==> config.mk <==
export PLATFORM = sky130hd
export DESIGN_NAME = cdw_way_select
export DESIGN_NICKNAME = d
export VERILOG_FILES = /design/src/hdl/cdw_pkg.sv /design/src/hdl/cdw_way_select.sv
export SDC_FILE = /design/constraint.sdc
export NUM_CORES = 1
export LEC_CHECK = 0
export ABC_AREA = 1
export BUFFER_PORTS_ARGS = -buffer_cell sky130_fd_sc_hd__buf_2
export CAP_MARGIN = 20
export CORE_MARGIN = 3
export CORE_UTILIZATION = 25
export CTS_BUF_LIST = sky130_fd_sc_hd__clkbuf_2
export CTS_CLUSTER_DIAMETER = 40
export DETAILED_ROUTE_END_ITERATION = 10
export PLACE_DENSITY = 0.46
export REMOVE_ABC_BUFFERS = 1
export SETUP_SLACK_MARGIN = 0.3
export SLEW_MARGIN = 10
export SYNTH_ARGS = -nofsm -noshare
export SYNTH_HDL_FRONTEND = slang
export SYNTH_SLANG_ARGS = --single-unit
export TNS_END_PERCENT = 20
==> constraint.sdc <==
create_clock -name I_CLK_SYS -period 3.01 [get_ports I_CLK_SYS]
set_input_delay 0.301 -clock I_CLK_SYS [delete_from_list [all_inputs] [get_ports I_CLK_SYS]]
set_output_delay 0.301 -clock I_CLK_SYS [all_outputs]
set_load 0.1 [all_outputs]
==> src/hdl/cdw_pkg.sv <==
`default_nettype none
package cdw_pkg;

  // ---------------------------------------------------------------
  // way select schemes
  // ---------------------------------------------------------------
  typedef enum logic {
    CDW_SEL_ENABLE,
    CDW_SEL_ENCODED
  } cdw_sel_e;

  // ---------------------------------------------------------------
  // split cache modes
  // ---------------------------------------------------------------
  typedef enum logic [1:0] {
    CDW_SPLIT_NONE,
    CDW_SPLIT_ID,
    CDW_SPLIT_US,
    CDW_SPLIT_BOTH
  } cdw_split_e;

  // ---------------------------------------------------------------
  // counts and widths
  // ---------------------------------------------------------------
  localparam int CDW_IDX_W   = 10;
  localparam int CDW_BLK_W   = 2;
  localparam int CDW_BE_W    = 4;
  localparam int CDW_WAYS    = 2;
  localparam int CDW_TAGS    = 2;
  localparam int CDW_CACHES  = 4;
  localparam int CDW_WAY_W   = 2;

  // ---------------------------------------------------------------
  // processor cycle type
  // ---------------------------------------------------------------
  typedef struct packed {
    logic instr;
    logic superv;
  } cdw_cyc_s;

endpackage : cdw_pkg
`default_nettype wire

==> src/hdl/cdw_way_select.sv <==
`timescale 1ns/1ps
`default_nettype none
// Contract
// - processor index goes to data buffer address in same cycle as tag buffer; monitor index goes to the tag buffer only.
// - data entry addressed by index, way, block address and byte enables.
// - read access starts with index and block before way known; byte enables come with the way match.
// - enable scheme: only the matching way gets output enable on the shared data lines; encoded scheme: way 0 gets it for any match.
// - enable scheme: each way match drives its chip select group, gated by byte enables; encoded scheme: way 0 group serves any match.
// - encoded way bits drive the address bits between index and block of one deeper RAM.
// - cycle type selects which split cache serves each bus cycle.
// - arbiter grants shared buses so no two sources drive at once.
// - processor may use instruction cache while monitor uses data cache.
// - context flush invalidates user cache only in US and BOTH split modes; NONE and ID modes flush all four caches.
// - global hit only when all paralleled tag RAMs report a match.
module cdw_way_select #(
  parameter int IDX_W  = cdw_pkg::CDW_IDX_W,
  parameter int BLK_W  = cdw_pkg::CDW_BLK_W,
  parameter int BE_W   = cdw_pkg::CDW_BE_W,
  parameter int WAYS   = cdw_pkg::CDW_WAYS,
  parameter int TAGS   = cdw_pkg::CDW_TAGS,
  parameter int WAY_W  = cdw_pkg::CDW_WAY_W
) (
  // clock and reset
  input  wire logic                   I_CLK_SYS,
  input  wire logic                   I_RST_B,
  // configuration
  input  wire cdw_pkg::cdw_sel_e      I_SEL_MODE,
  input  wire cdw_pkg::cdw_split_e    I_SPLIT_MODE,
  // processor request
  input  wire logic                   I_CPU_REQ,
  input  wire logic                   I_CPU_RD,
  input  wire cdw_pkg::cdw_cyc_s      I_CPU_CYC,
  input  wire logic [IDX_W-1:0]       I_CPU_IDX,
  input  wire logic [BLK_W-1:0]       I_CPU_BLK,
  input  wire logic [BE_W-1:0]        I_CPU_BE,
  // bus monitor request
  input  wire logic                   I_MON_REQ,
  input  wire cdw_pkg::cdw_cyc_s      I_MON_CYC,
  input  wire logic [IDX_W-1:0]       I_MON_IDX,
  input  wire logic [BLK_W-1:0]       I_MON_BLK,
  input  wire logic [BE_W-1:0]        I_MON_BE,
  // flush
  input  wire logic                   I_CTX_FLUSH,
  // tag buffer results, per tag ram per way, active high match
  input  wire logic [TAGS*WAYS-1:0]   I_TAG_MATCH,
  input  wire logic [WAY_W-1:0]       I_WAY_MATCH_REPLACE_SELECT,
  // tag buffer address
  output logic [IDX_W-1:0]            O_TAG_IDX,
  output logic                        O_GLOBAL_MATCH_N,
  // data buffer address and enables
  output logic [IDX_W+WAY_W+BLK_W-1:0] O_DB_ADDR,
  output logic [WAYS*BE_W-1:0]        O_DB_CS,
  output logic [WAYS-1:0]             O_DB_OE,
  // split cache grants
  output logic [cdw_pkg::CDW_CACHES-1:0] O_CPU_CACHE_SEL,
  output logic [cdw_pkg::CDW_CACHES-1:0] O_MON_CACHE_SEL,
  output logic [cdw_pkg::CDW_CACHES-1:0] O_FLUSH_CACHE
);

  // refuse shapes the way decode and cache map cannot serve
  if (WAYS < 1 || WAYS > 4 || (1 << WAY_W) < WAYS || TAGS < 1) begin : g_bad
    $error("cdw_way_select: unsupported ways or tag width");
  end

  // ---------------------------------------------------------------
  // cache selection from cycle type
  // ---------------------------------------------------------------
  function automatic logic [3:0] cache_of(cdw_pkg::cdw_split_e m,
                                          cdw_pkg::cdw_cyc_s c);
    logic [1:0] n;
    n = 2'h0;
    case (m)
      cdw_pkg::CDW_SPLIT_ID:   n = {1'b0, c.instr};
      cdw_pkg::CDW_SPLIT_US:   n = {1'b0, c.superv};
      cdw_pkg::CDW_SPLIT_BOTH: n = {c.superv, c.instr};
      default:                 n = 2'h0;
    endcase
    cache_of = 4'h1 << n;
  endfunction

  logic [3:0] cpu_c;
  logic [3:0] mon_c;
  logic       cpu_win;
  logic       mon_win;
  logic [3:0] cpu_sel_q;
  logic [3:0] mon_sel_q;
  logic [3:0] flush_q;
  logic       busy_q;
  logic [IDX_W-1:0] idx_q;
  logic [BLK_W-1:0] blk_q;
  logic [BE_W-1:0]  be_q;
  logic       rd_q;

  always_comb begin
    cpu_c   = cache_of(I_SPLIT_MODE, I_CPU_CYC);
    mon_c   = cache_of(I_SPLIT_MODE, I_MON_CYC);
    // processor first; monitor runs alongside on another cache
    cpu_win = I_CPU_REQ;
    mon_win = I_MON_REQ && !(I_CPU_REQ && ((cpu_c & mon_c) != 4'h0));
  end

  // ---------------------------------------------------------------
  // grants
  // ---------------------------------------------------------------
  always_ff @(posedge I_CLK_SYS) begin
    if (!I_RST_B) begin
      cpu_sel_q <= 4'h0;
      mon_sel_q <= 4'h0;
    end else begin
      cpu_sel_q <= cpu_win ? cpu_c : 4'h0;
      mon_sel_q <= mon_win ? mon_c : 4'h0;
    end
  end

  a_no_bus_clash: assert property (
    @(posedge I_CLK_SYS) disable iff (!I_RST_B)
    (cpu_sel_q & mon_sel_q) == 4'h0)
    else $error("cpu and monitor share a cache");
  a_mon_parallel: assert property (
    @(posedge I_CLK_SYS) disable iff (!I_RST_B)
    (I_CPU_REQ && I_MON_REQ && (cpu_c & mon_c) == 4'h0)
    |=> mon_sel_q != 4'h0 && cpu_sel_q != 4'h0)
    else $error("monitor blocked on a free cache");
  a_split_pick: assert property (
    @(posedge I_CLK_SYS) disable iff (!I_RST_B)
    (I_CPU_REQ && I_SPLIT_MODE == cdw_pkg::CDW_SPLIT_ID && I_CPU_CYC.instr)
    |=> cpu_sel_q == 4'h2)
    else $error("wrong split cache chosen");

  // user caches are number 0 in US mode, numbers 0 and 1 in BOTH mode (superv bit clear)
  always_ff @(posedge I_CLK_SYS) begin
    if (!I_RST_B) begin
      flush_q <= 4'h0;
    end else if (I_CTX_FLUSH) begin
      case (I_SPLIT_MODE)
        cdw_pkg::CDW_SPLIT_US:   flush_q <= 4'h1;
        cdw_pkg::CDW_SPLIT_BOTH: flush_q <= 4'h3;
        default:                 flush_q <= 4'hf;
      endcase
    end else begin
      flush_q <= 4'h0;
    end
  end

  a_flush_user: assert property (
    @(posedge I_CLK_SYS) disable iff (!I_RST_B)
    (I_CTX_FLUSH && I_SPLIT_MODE == cdw_pkg::CDW_SPLIT_US)
    |=> flush_q == 4'h1)
    else $error("supervisor cache flushed");
  a_flush_both: assert property (
    @(posedge I_CLK_SYS) disable iff (!I_RST_B)
    (I_CTX_FLUSH && I_SPLIT_MODE == cdw_pkg::CDW_SPLIT_BOTH)
    |=> flush_q == 4'h3)
    else $error("supervisor caches flushed");

  // ---------------------------------------------------------------
  // shared address, sent to tag and data buffers together
  // ---------------------------------------------------------------
  always_ff @(posedge I_CLK_SYS) begin
    if (!I_RST_B) begin
      idx_q  <= '0;
      blk_q  <= '0;
      be_q   <= '0;
      rd_q   <= 1'b0;
      busy_q <= 1'b0;
    end else begin
      busy_q <= cpu_win;
      rd_q   <= cpu_win && I_CPU_RD;
      if (cpu_win) begin
        idx_q <= I_CPU_IDX;
        blk_q <= I_CPU_BLK;
        be_q  <= I_CPU_BE;
      end else if (mon_win) begin
        idx_q <= I_MON_IDX;
        blk_q <= I_MON_BLK;
        be_q  <= I_MON_BE;
      end
    end
  end

  // ---------------------------------------------------------------
  // way match combining
  // ---------------------------------------------------------------
  logic [WAYS-1:0] way_hit;
  genvar w;
  generate
    for (w = 0; w < WAYS; w++) begin : g_way
      logic [TAGS-1:0] col;
      genvar t;
      for (t = 0; t < TAGS; t++) begin : g_tag
        assign col[t] = I_TAG_MATCH[t*WAYS+w];
      end
      assign way_hit[w] = &col;
    end
  endgenerate

  // ---------------------------------------------------------------
  // data buffer outputs; address registered, enables from match
  // ---------------------------------------------------------------
  logic [IDX_W+WAY_W+BLK_W-1:0] addr_q;
  logic [WAYS*BE_W-1:0]         cs_q;
  logic [WAYS-1:0]              oe_q;
  logic                         match_n_q;

  always_ff @(posedge I_CLK_SYS) begin
    if (!I_RST_B) begin
      addr_q <= '0;
    end else if (cpu_win) begin
      // way bits zero until the tag compare resolves
      addr_q <= {I_CPU_IDX, {WAY_W{1'b0}}, I_CPU_BLK};
    end else if (I_SEL_MODE == cdw_pkg::CDW_SEL_ENCODED && busy_q) begin
      addr_q <= {idx_q, I_WAY_MATCH_REPLACE_SELECT, blk_q};
    end
  end

  a_idx_same: assert property (
    @(posedge I_CLK_SYS) disable iff (!I_RST_B)
    $past(cpu_win) |-> addr_q[IDX_W+WAY_W+BLK_W-1 -: IDX_W] == idx_q)
    else $error("data and tag index differ");

  always_ff @(posedge I_CLK_SYS) begin
    if (!I_RST_B) begin
      cs_q      <= '0;
      oe_q      <= '0;
      match_n_q <= 1'b1;
    end else begin
      match_n_q <= !(busy_q && (way_hit != '0));
      for (int i = 0; i < WAYS; i++) begin
        if (I_SEL_MODE == cdw_pkg::CDW_SEL_ENCODED) begin
          // one deep ram: way 0 enables serve all
          cs_q[i*BE_W +: BE_W] <= (i == 0 && busy_q && way_hit != '0)
                                  ? be_q : '0;
          oe_q[i] <= (i == 0) && busy_q && rd_q && (way_hit != '0);
        end else begin
          cs_q[i*BE_W +: BE_W] <= (busy_q && way_hit[i])
                                  ? be_q : '0;
          oe_q[i] <= busy_q && rd_q && way_hit[i];
        end
      end
    end
  end

  a_oe_onehot: assert property (
    @(posedge I_CLK_SYS) disable iff (!I_RST_B)
    $onehot0(oe_q))
    else $error("more than one way drives data");
  a_miss_quiet: assert property (
    @(posedge I_CLK_SYS) disable iff (!I_RST_B)
    (busy_q && way_hit == '0) |=> (oe_q == '0 && cs_q == '0))
    else $error("enable asserted on miss");
  a_global_match: assert property (
    @(posedge I_CLK_SYS) disable iff (!I_RST_B)
    !match_n_q |-> $past(busy_q) && ($past(way_hit) != '0))
    else $error("global match without full match");
  a_cs_be: assert property (
    @(posedge I_CLK_SYS) disable iff (!I_RST_B)
    (I_SEL_MODE == cdw_pkg::CDW_SEL_ENABLE && busy_q && way_hit[0])
    |=> cs_q[BE_W-1:0] == $past(be_q))
    else $error("chip select not gated by byte enables");

  always_comb begin
    O_TAG_IDX        = idx_q;
    O_DB_ADDR        = addr_q;
    O_DB_CS          = cs_q;
    O_DB_OE          = oe_q;
    O_GLOBAL_MATCH_N = match_n_q;
    O_CPU_CACHE_SEL  = cpu_sel_q;
    O_MON_CACHE_SEL  = mon_sel_q;
    O_FLUSH_CACHE    = flush_q;
  end

endmodule // cdw_way_select
`default_nettype wire

==> flow_summary.yaml, run 1 <==
floorplanning:
  fp.dieW_um: 97.1
  start_util: 0.263
  fp.coreArea_um2: 7890
  die_h_um: 97.1
  rows: 32
  boundaryPins: 98
  die_area_um2: 9430
timing:
  final_max_slew_viol_count: 0
  post-route-period-util: 0.530
  min_period_ps: 1600
  tightest_slew_ps: 696
  rsz0062_at_grt: "no"
  max_slew_margin: 0.536
  finClkSkew_ps: 16.1
  max_freq_mhz: 626
  setup_violations: 0
  setup-tns-final_ps: 0
  hold_violations: 0
detailed_routing:
  antenna_left: 0
  wl_per_cell_um: 12.7
  first_pass_iters: 4
  wl_mm: 6.09
  vias_per_cell: 4.33
  vias: 2074
  drt_iter0_markers: 72
  drcViolationCount: 0
outcome:
  status: "completed"
placement:
  dp_hpwl_mm: 4.55
  gp_congestion: 0.752
  io_buffers: 97
synth:
  syn_avg_cell_area_um2: 7.33
  synth_edf_count: 0
  synthTopCellsByArea: "dfxtp_1 (52%), nand2_1 (16%), nand3_1 (7.7%)"
  yosys_warnings: 0
  syn_inst: 283
  yosysTopAreaCell: "dfxtp_1"
  ys_seq_elements: 54
  synth_flop_cell: "dfxtp_1"
  async_flop_share: 0
  yosysSeqAreaShare: 0.521
  ys_types: 18
  netlist_area_um2: 2080
  synth.top_cell.area_share: 0.521
min_path:
  hold_class: "primary input to flop"
  min_path_cells: 3
  whs_endpoint: "rd_q$_SDFF_PN0_"
  hold_path_startpoint: "I_CPU_RD"
pwr:
  power.total_mw: 1.47
  power.internal_mw: 0.953
  comb_power_share: 0.237
  leakagePower_nw: 1.45
  power.density_nw_per_um2: 545
  pwr-share-clk: 0.242
  p_sw_frac: 0.351
  p_switching_mw: 0.515
  vdd_ir_drop_max_mv: 0.189
  p_seq_frac: 0.521
setup_path:
  worstSetupPathType: "flop to output port"
  timing.rr.start: "busy_q$_SDFF_PN0_"
  r2r_end: "O_DB_ADDR[7]$_SDFFE_PN0P_"
  worst-path-buf-inv: 1
  crit_path_max_fanout: 3
  worst-r2r-cell-count: 6
  r2r_slack_ps: 1520
  crit_chain: "buf_2"
  slowest_stage: "buf_2"
  arrival_ps: 1300
  critical-path-max-stage-delay_ps: 440
  path_delay_family: "buffers and inverters"
  startpoint_type: "flop"
  crit_required_ps: 2710
  endpoint_kind: "output port"
  cp_num_cells: 1
grt:
  gr-total-overflow: 0
  grt_usage: 0.130
  grt_pass1_vias: 2044
  grt_pass1_wl_mm: 9.86
  antenna_found_initial: 1
  grt_start_max_net_pins: 22
cts:
  clk_latency_ps: 420
  cts_tree: "done"
  clock_sinks: 54
  ctsHoldBuffers: 0
  root_buffer: "clkbuf_2"
  cts_inserted_buffers: 5
  cts_buffer_depth: 2
  postCtsSetupRepairBufs: 0
  path_clk_slew_ps: 260
  htree_levels: 2
  cts.repair.resized: 0
final_layout:
  nets: 427
  final_common_cell: "buf_2"
  syn_to_final_growth_pct: 29.9
  drive_gt1_frac: 0.290
  n_fill_cell: 851
  mostFrequentLayoutCells: "buf_2 (97), nand2_1 (87), dfxtp_1 (54)"
flow_run:
  max_cap_violations: 0
## kinds of logic after synthesis
kind of cell           after synthesis  share of synthesized area
AO/OA/AOI/OAI                       20                     0.0603
buffers and inverters               50                      0.100
flip-flops                          54                      0.521
AND/OR/NAND/NOR                    159                      0.319
## power groups by stage
| stage | Sequential [mW] | Clock, mW | Combinational [mW] |
|---|---|---|---|
| finish | 0.765 | 0.355 | 0.348 |
| detailed placement | 0.779 | 0 | 0.350 |
| global route | 0.770 | 0.396 | 0.373 |
| global placement | 0.779 | 0 | 0.349 |
| floorplan | 0.956 | 0 | 0.0745 |
| CTS | 0.766 | 0.377 | 0.351 |
## cells in the mapped netlist (2+ instances only)
cell / instances
nand3_1: 32
a21oi_1: 3
inv_1: 37
buf_4: 3
nand4_1: 3
buf_2: 7
o21ai_0: 2
o311ai_0: 2
nor2_2: 2
a31oi_1: 12
clkbuf_1: 2
dfxtp_1: 54
nand2_1: 87
nand2_2: 2
nor2_1: 27
nor3_1: 6
## worst max-delay path by stage
stage	slack, ps	endpoint	from
final	1410	O_TAG_IDX[7]	O_TAG_IDX[7]$_SDFFE_PN0P_
after floorplan	1160	O_FLUSH_CACHE[2]	O_FLUSH_CACHE[2]$_SDFF_PN0_
after global placement	1230	be_q[1]$_SDFFE_PN0P_	I_CPU_REQ
after detailed placement	1150	be_q[1]$_SDFFE_PN0P_	I_CPU_REQ
after global routing	1320	O_DB_ADDR[11]$_SDFFE_PN0P_	busy_q$_SDFF_PN0_
after CTS	1370	O_TAG_IDX[5]	O_TAG_IDX[5]$_SDFFE_PN0P_
## registers in the layout, summed over array words and instances (netlist names), 2 cells and up
| signal | flops |
|---|---|
| O_DB_OE | 2 |
| O_MON_CACHE_SEL | 4 |
| blk_q | 2 |
| O_FLUSH_CACHE | 3 |
| O_TAG_IDX | 10 |
| O_DB_CS | 8 |
| be_q | 4 |
| O_DB_ADDR | 14 |
| O_CPU_CACHE_SEL | 4 |
## cell type report
type | instances | area (um2) | share of cell area
Antenna cell | 1 | 2.50 | 0.000928
Clock buffer | 5 | 25.0 | 0.00928
Clock inverter | 2 | 33.8 | 0.0125
Inverter | 37 | 139 | 0.0515
Multi-Input combinational cell | 179 | 787 | 0.292
Sequential cell | 54 | 1080 | 0.401
Tap cell | 102 | 128 | 0.0473
Timing Repair Buffer | 99 | 500 | 0.186
## metal layers
layer / routed length [um] / vias to the layer above / GRT usage / share of wire
met5: 0 / - / 0 / 0
met4: 121 / 0 / 0.0464 / 0.020
met3: 375 / 10 / 0.0337 / 0.062
met2: 2900 / 76 / 0.221 / 0.48
met1: 2700 / 913 / 0.158 / 0.44
li1: - / 1075 / - / -
## through the flow
step                utilization  std cells  hold slack, ps  setup slack, ps  cell area [um2]
floorplan                     -        270             370             1160             2010
global placement          0.334        471             445             1230             2640
detailed placement        0.334        471             448             1150             2640
CTS                       0.342        478            25.0             1370             2690
global route              0.342        479            9.56             1320             2700
finish                    0.342        479            60.0             1410             2700
Note: power is estimated with default switching activity, not from simulation.
==> inputs of run 2 (changes only) <==
--- a/config.mk
+++ b/config.mk
@@ -5,7 +5,7 @@
 export SDC_FILE = /design/constraint.sdc
 export NUM_CORES = 1
 export LEC_CHECK = 0
-export ABC_AREA = 1
+export ABC_AREA = 0
 export BUFFER_PORTS_ARGS = -buffer_cell sky130_fd_sc_hd__buf_2
 export CAP_MARGIN = 20
 export CORE_MARGIN = 3
==> constraint.sdc (replaced) <==
create_clock -name I_CLK_SYS -period 1.6 [get_ports I_CLK_SYS]
set_input_delay 0.16 -clock I_CLK_SYS [delete_from_list [all_inputs] [get_ports I_CLK_SYS]]
set_output_delay 0.16 -clock I_CLK_SYS [all_outputs]
set_load 0.1 [all_outputs]
==> run 2 against run 1 <==
Effect of this change:
- clock-buffer cell count stayed put
- largest cell class unchanged
- register-to-register slack worse by 1200 ps
- routed wire length down 6.9%
- total power grew 100%
- highest routed layer unchanged
- clock power rose by 97%
- sequential share of layout area shrank 7.4 points
- largest power group unchanged
- global-route usage fell by 1.4 points
- utilization grew 6.5 points
- flip-flop and latch count unchanged
- final area grew 24%
- synthesized cell count down 21%
- critical endpoint is now O_DB_ADDR[6]
- sequential power up 92%
==> flow_summary.yaml, run 2 <==
synth:
  yosysTopAreaCell: "dfxtp_1"
  syn_avg_cell_area_um2: 9.58
  synth.most_common_cell: "dfxtp_1"
  synth_flop_cell: "dfxtp_1"
  ys_seq_elements: 54
  synthTopCellsByArea: "dfxtp_1 (50%), and2_1 (7.9%), mux2i_1 (7.5%)"
  async_flop_share: 0
  yosys_warnings: 0
  ys_types: 30
  yosysSeqAreaShare: 0.504
  syn_inst: 224
  synth_common_cells: "dfxtp_1 (54), and2_1 (27), nand2_1 (25)"
  netlist_area_um2: 2150
  synth_edf_count: 0
  synth.top_cell.area_share: 0.504
timing:
  min_period_ps: 1270
  final_max_slew_viol_count: 0
  rsz0062_at_grt: "yes"
  max_slew_margin: 0.735
  post-route-period-util: 0.792
  finClkSkew_ps: 12.9
  fin_hold_ws_ps: 42.1
  setup_violations: 0
  hold_violations: 0
  tightest_slew_ps: 395
  setup-tns-final_ps: 0
  max_freq_mhz: 789
grt:
  antenna_found_initial: 0
  grt_pass1_vias: 1941
  grt_usage: 0.116
  grt_start_max_net_pins: 28
  grt_pass1_wl_mm: 9.23
  gr-total-overflow: 0
pwr:
  power.total_mw: 3.01
  vdd_ir_drop_max_mv: 0.418
  power.internal_mw: 1.97
  power.density_nw_per_um2: 896
  comb_power_share: 0.279
  p_switching_mw: 1.04
  pwr-share-clk: 0.233
  leakagePower_nw: 1.63
  p_seq_frac: 0.488
  p_sw_frac: 0.346
final_layout:
  n_fill_cell: 879
  instances_no_fill: 450
  diodes: 0
  post-route-util: 0.406
  largest_reg_flops: 14
  nets: 395
  syn_to_final_growth_pct: 56.4
  final_common_cell: "buf_2"
  drive_gt1_frac: 0.374
  mostFrequentLayoutCells: "buf_2 (50), dfxtp_1 (41), and2_1 (27)"
setup_path:
  timing.rr.start: "busy_q$_SDFF_PN0_"
  path_delay_family: "flip-flops"
  worstSetupPathType: "flop to output port"
  arrival_ps: 1110
  worst-r2r-cell-count: 3
  worst-path-buf-inv: 1
  slowest_stage: "dfxtp_1"
  crit_chain: "buf_6"
  critical-path-max-stage-delay_ps: 440
  crit_path_start: "O_DB_ADDR[6]$_SDFFE_PN0P_"
  worstSetupEndpoint: "O_DB_ADDR[6]"
  crit_required_ps: 1440
  r2r_slack_ps: 360
  cp_num_cells: 1
  r2r_end: "O_DB_ADDR[3]$_SDFFE_PP0P_"
  crit_path_max_fanout: 2
  startpoint_type: "flop"
  endpoint_kind: "output port"
flow_run:
  max_cap_violations: 0
detailed_routing:
  first_pass_iters: 4
  drcViolationCount: 0
  vias: 1949
  wl_mm: 5.67
  vias_per_cell: 4.33
  wl_per_cell_um: 12.6
  antenna_left: 0
  drt_iter0_markers: 24
placement:
  placed_cells: 419
  io_buffers: 97
  dp_hpwl_mm: 4.14
  gp_congestion: 0.724
cts:
  cts_inserted_buffers: 5
  htree_levels: 2
  clock_sinks: 54
  path_clk_slew_ps: 280
  root_buffer: "clkbuf_2"
  cts_buffer_depth: 2
  cts_tree: "done"
  postCtsSetupRepairBufs: 0
  clk_latency_ps: 430
floorplanning:
  die_area_um2: 9730
  rows: 33
  start_util: 0.260
  fp.dieW_um: 98.6
  die_h_um: 98.6
  boundaryPins: 98
  fp.coreArea_um2: 8260
min_path:
  hold_class: "primary input to flop"
outcome:
  status: "completed"
[run 2: cell types whose count changed after synthesis, sizes merged, moves of 3 or more]
cell,before,now
nand2b,0,13
nor3,6,1
inv,37,3
nand2,89,27
nor2,29,3
and2,0,27
and3,0,5
o21ai,2,16
o211a,0,12
a31oi,12,1
nand4,3,0
nand3,32,16
clkbuf,2,5
mux2i,0,16
[run 2: cells by family (layout without fill, tap and decap cells)]
logic type | after synthesis | count (layout) | synth area share
compound gates | 42 | 42 | 0.139
mux | 16 | 16 | 0.0746
simple gates | 94 | 94 | 0.236
xor+xnor | 1 | 1 | 0.00408
buf+inv | 17 | 138 | 0.0420
flops | 54 | 54 | 0.504
[run 2: routing by layer]
metal  share of wire  wire length (um)  up-vias  track usage
met5               0                 0        -            0
met4          0.0085                48        0       0.0284
met3           0.083               473        4       0.0446
met2            0.47              2640       62        0.194
met1            0.44              2510      877        0.141
li1                -                 -     1006            -
[run 2: layout make-up]
type	count	area, um2	share of cell area
timing repair buffer	127	1070	0.319
tap	105	131	0.0391
clock inverter	3	45.0	0.0134
inverter	3	11.3	0.00336
multi-input combinational	153	975	0.290
clock buffer	5	25.0	0.00746
sequential	54	1100	0.327
[run 2: repair_timing]
item,4_1_cts,5_1_grt
hold endpoints to repair,16,3
hold buffers,21,2
setup endpoints to repair,47,49
cloned,0,0
gates resized for setup,48,78
[run 2: worst min path at each step]
stage          cells past startpoint       startpoint                            end  slack [ps]
3_5_place_dp                       2     I_MON_CYC[1]  O_MON_CACHE_SEL[2]$_SDFF_PN0_         380
5_1_grt                            3  I_SPLIT_MODE[0]  O_MON_CACHE_SEL[0]$_SDFF_PN0_          -1
4_1_cts                            3  I_SPLIT_MODE[0]    O_FLUSH_CACHE[1]$_SDFF_PN0_           5
3_3_place_gp                       2     I_MON_CYC[1]  O_MON_CACHE_SEL[2]$_SDFF_PN0_         380
6_report                           4     I_CPU_BLK[0]          blk_q[0]$_SDFFE_PN0P_          40
2_1_floorplan                      1     I_MON_CYC[1]  O_MON_CACHE_SEL[2]$_SDFF_PN0_         220
[run 2: through the flow]
stage | instance area [um2] | setup WS [ps]
6_report | 3360 | 333
5_1_grt | 3360 | 240
4_1_cts | 3160 | 181
3_5_place_dp | 2750 | 405
3_3_place_gp | 2750 | 433
2_1_floorplan | 2070 | -113
[run 2: power groups by stage]
| stage | clock (mW) | combinational [mW] | sequential (mW) |
|---|---|---|---|
| 6_report | 0.701 | 0.840 | 1.47 |
| 5_1_grt | 0.794 | 0.892 | 1.48 |
| 4_1_cts | 0.739 | 0.812 | 1.46 |
| 3_5_place_dp | 0 | 0.734 | 1.47 |
| 3_3_place_gp | 0 | 0.730 | 1.47 |
| 2_1_floorplan | 0 | 0.144 | 1.85 |
==> inputs of run 3 (changes only) <==
==> constraint.sdc (replaced) <==
create_clock -name I_CLK_SYS -period 1.2 [get_ports I_CLK_SYS]
set_input_delay 0.12 -clock I_CLK_SYS [delete_from_list [all_inputs] [get_ports I_CLK_SYS]]
set_output_delay 0.12 -clock I_CLK_SYS [all_outputs]
set_load 0.1 [all_outputs]
==> run 3 against run 2 <==
Effect of this change:
- clock power is 33% higher
- final cell count is 3.3% higher
- final area is 24% higher
- sequential share of layout area is 4.4 points lower
- critical path type unchanged
==> flow_summary.yaml, run 3 (same netlist as run 2, synthesis figures left out) <==
cts:
  clk_latency_ps: 420
  clock_sinks: 54
  path_clk_slew_ps: 270
  htree_levels: 2
  cts_inserted_buffers: 5
  cts_buffer_depth: 2
  root_buffer: "clkbuf_2"
  cts_tree: "done"
setup_path:
  slowest_stage: "dfxtp_4"
  crit_required_ps: 1080
  crit_chain: "buf_12"
  worstSetupPathType: "flop to output port"
  endpoint_kind: "output port"
  worst-path-buf-inv: 1
  crit_path_max_fanout: 2
  critical-path-max-stage-delay_ps: 440
  arrival_ps: 1040
  startpoint_type: "flop"
  path_delay_family: "flip-flops"
detailed_routing:
  wl_mm: 6.13
  drcViolationCount: 0
  vias_per_cell: 4.35
  first_pass_iters: 4
  wl_per_cell_um: 13.2
  vias: 2021
  drt_iter0_markers: 60
  antenna_left: 0
floorplanning:
  rows: 33
  boundaryPins: 98
  start_util: 0.260
  die_h_um: 98.6
  fp.coreArea_um2: 8260
  die_area_um2: 9730
  fp.dieW_um: 98.6
grt:
  grt_pass1_wl_mm: 9.96
  antenna_found_initial: 0
  grt_usage: 0.126
  grt_pass1_vias: 1994
  gr-total-overflow: 0
  grt_start_max_net_pins: 40
final_layout:
  final_common_cell: "buf_12"
  diodes: 0
  mostFrequentLayoutCells: "buf_12 (51), buf_2 (48), dfxtp_2 (33)"
  instances_no_fill: 465
  largest_reg_flops: 14
  nets: 410
  syn_to_final_growth_pct: 93.3
  drive_gt1_frac: 0.528
timing:
  max_freq_mhz: 861
  min_period_ps: 1160
  fin_ws_ps: 38.8
  post-route-period-util: 0.968
  rsz0062_at_grt: "yes"
  hold_violations: 0
  final_max_slew_viol_count: 0
  finClkSkew_ps: 2.91
  setup_violations: 0
  max_slew_margin: 0.799
  tightest_slew_ps: 300
flow_run:
  max_cap_violations: 0
pwr:
  p_seq_frac: 0.464
  pwr-share-clk: 0.220
  p_switching_mw: 1.45
  comb_power_share: 0.316
  vdd_ir_drop_max_mv: 0.457
  power.density_nw_per_um2: 1020
  power.internal_mw: 2.80
  p_sw_frac: 0.341
  leakagePower_nw: 1.90
placement:
  placed_cells: 420
  dp_hpwl_mm: 4.21
  io_buffers: 97
  place_ws_ps: 144
  gp_congestion: 0.732
outcome:
  status: "completed"
min_path:
  hold_class: "primary input to flop"
==> run 3: path summary, 6_finish.rpt <==
| kind | start | to | slack [ps] | cells past startpoint |
|---|---|---|---|---|
| setup reg to reg | busy_q$_SDFF_PN0_ | O_DB_ADDR[4]$_SDFFE_PN0P_ | 130 | 3 |
| hold / removal | I_CPU_IDX[7] | O_TAG_IDX[7]$_SDFFE_PN0P_ | 30 | 4 |
| hold reg to reg | rd_q$_SDFF_PN0_ | O_DB_OE[1]$_SDFF_PP0_ | 490 | 1 |
| setup / recovery | O_FLUSH_CACHE[2]$_SDFF_PN0_ | O_FLUSH_CACHE[2] | 40 | 1 |
==> run 3: power by group through the flow <==
stage / logic (mW) / clock network [mW] / registers (mW)
2_1_floorplan: 0.193 / 0 / 2.46
3_3_place_gp: 1.13 / 0 / 1.99
3_5_place_dp: 1.14 / 0 / 1.99
4_1_cts: 1.31 / 0.989 / 1.98
5_1_grt: 1.42 / 1.05 / 1.98
6_report: 1.34 / 0.933 / 1.97
==> run 3: what timing repair did <==
item / 4_1_cts / 5_1_grt
endpoints found under the setup margin: 69 / 77
hold endpoints to repair: 39 / 2
buffers inserted: 0 / 3
pin swaps: 13 / 28
resized for setup: 178 / 31
hold buffers: 31 / 3
gates cloned: 0 / 0
==> run 3: cell type report <==
| type | count | area (um2) |
|---|---|---|
| repair buffers | 142 | 1670 |
| clock buffers | 5 | 25.0 |
| inverters | 3 | 11.3 |
| clock inverters | 3 | 45.0 |
| well taps | 105 | 131 |
| flip-flops and latches | 54 | 1170 |
| fillers | 768 | 4110 |
| multi-input cells | 153 | 1090 |
==> run 3: per-layer routing <==
metal  track usage  vias up  routed length [um]
met3        0.0432        2                 459
met4        0.0284        0                   2
met1         0.159      921                2650
met2         0.207       65                3010
li1              -     1033                   -
met5             0        -                   0
==> run 3: through the flow <==
step           total power [mW]   util  cell area, um2  hold slack, ps  TNS, ps
6_report                   4.24  0.502            4150            32.4        0
3_3_place_gp               3.12  0.373            3080             331        0
3_5_place_dp               3.13  0.373            3080             339        0
2_1_floorplan              2.66      -            2070             185    -4630
4_1_cts                    4.28  0.486            4010           -6.92    -23.1
5_1_grt                    4.45  0.502            4150            5.20     -747
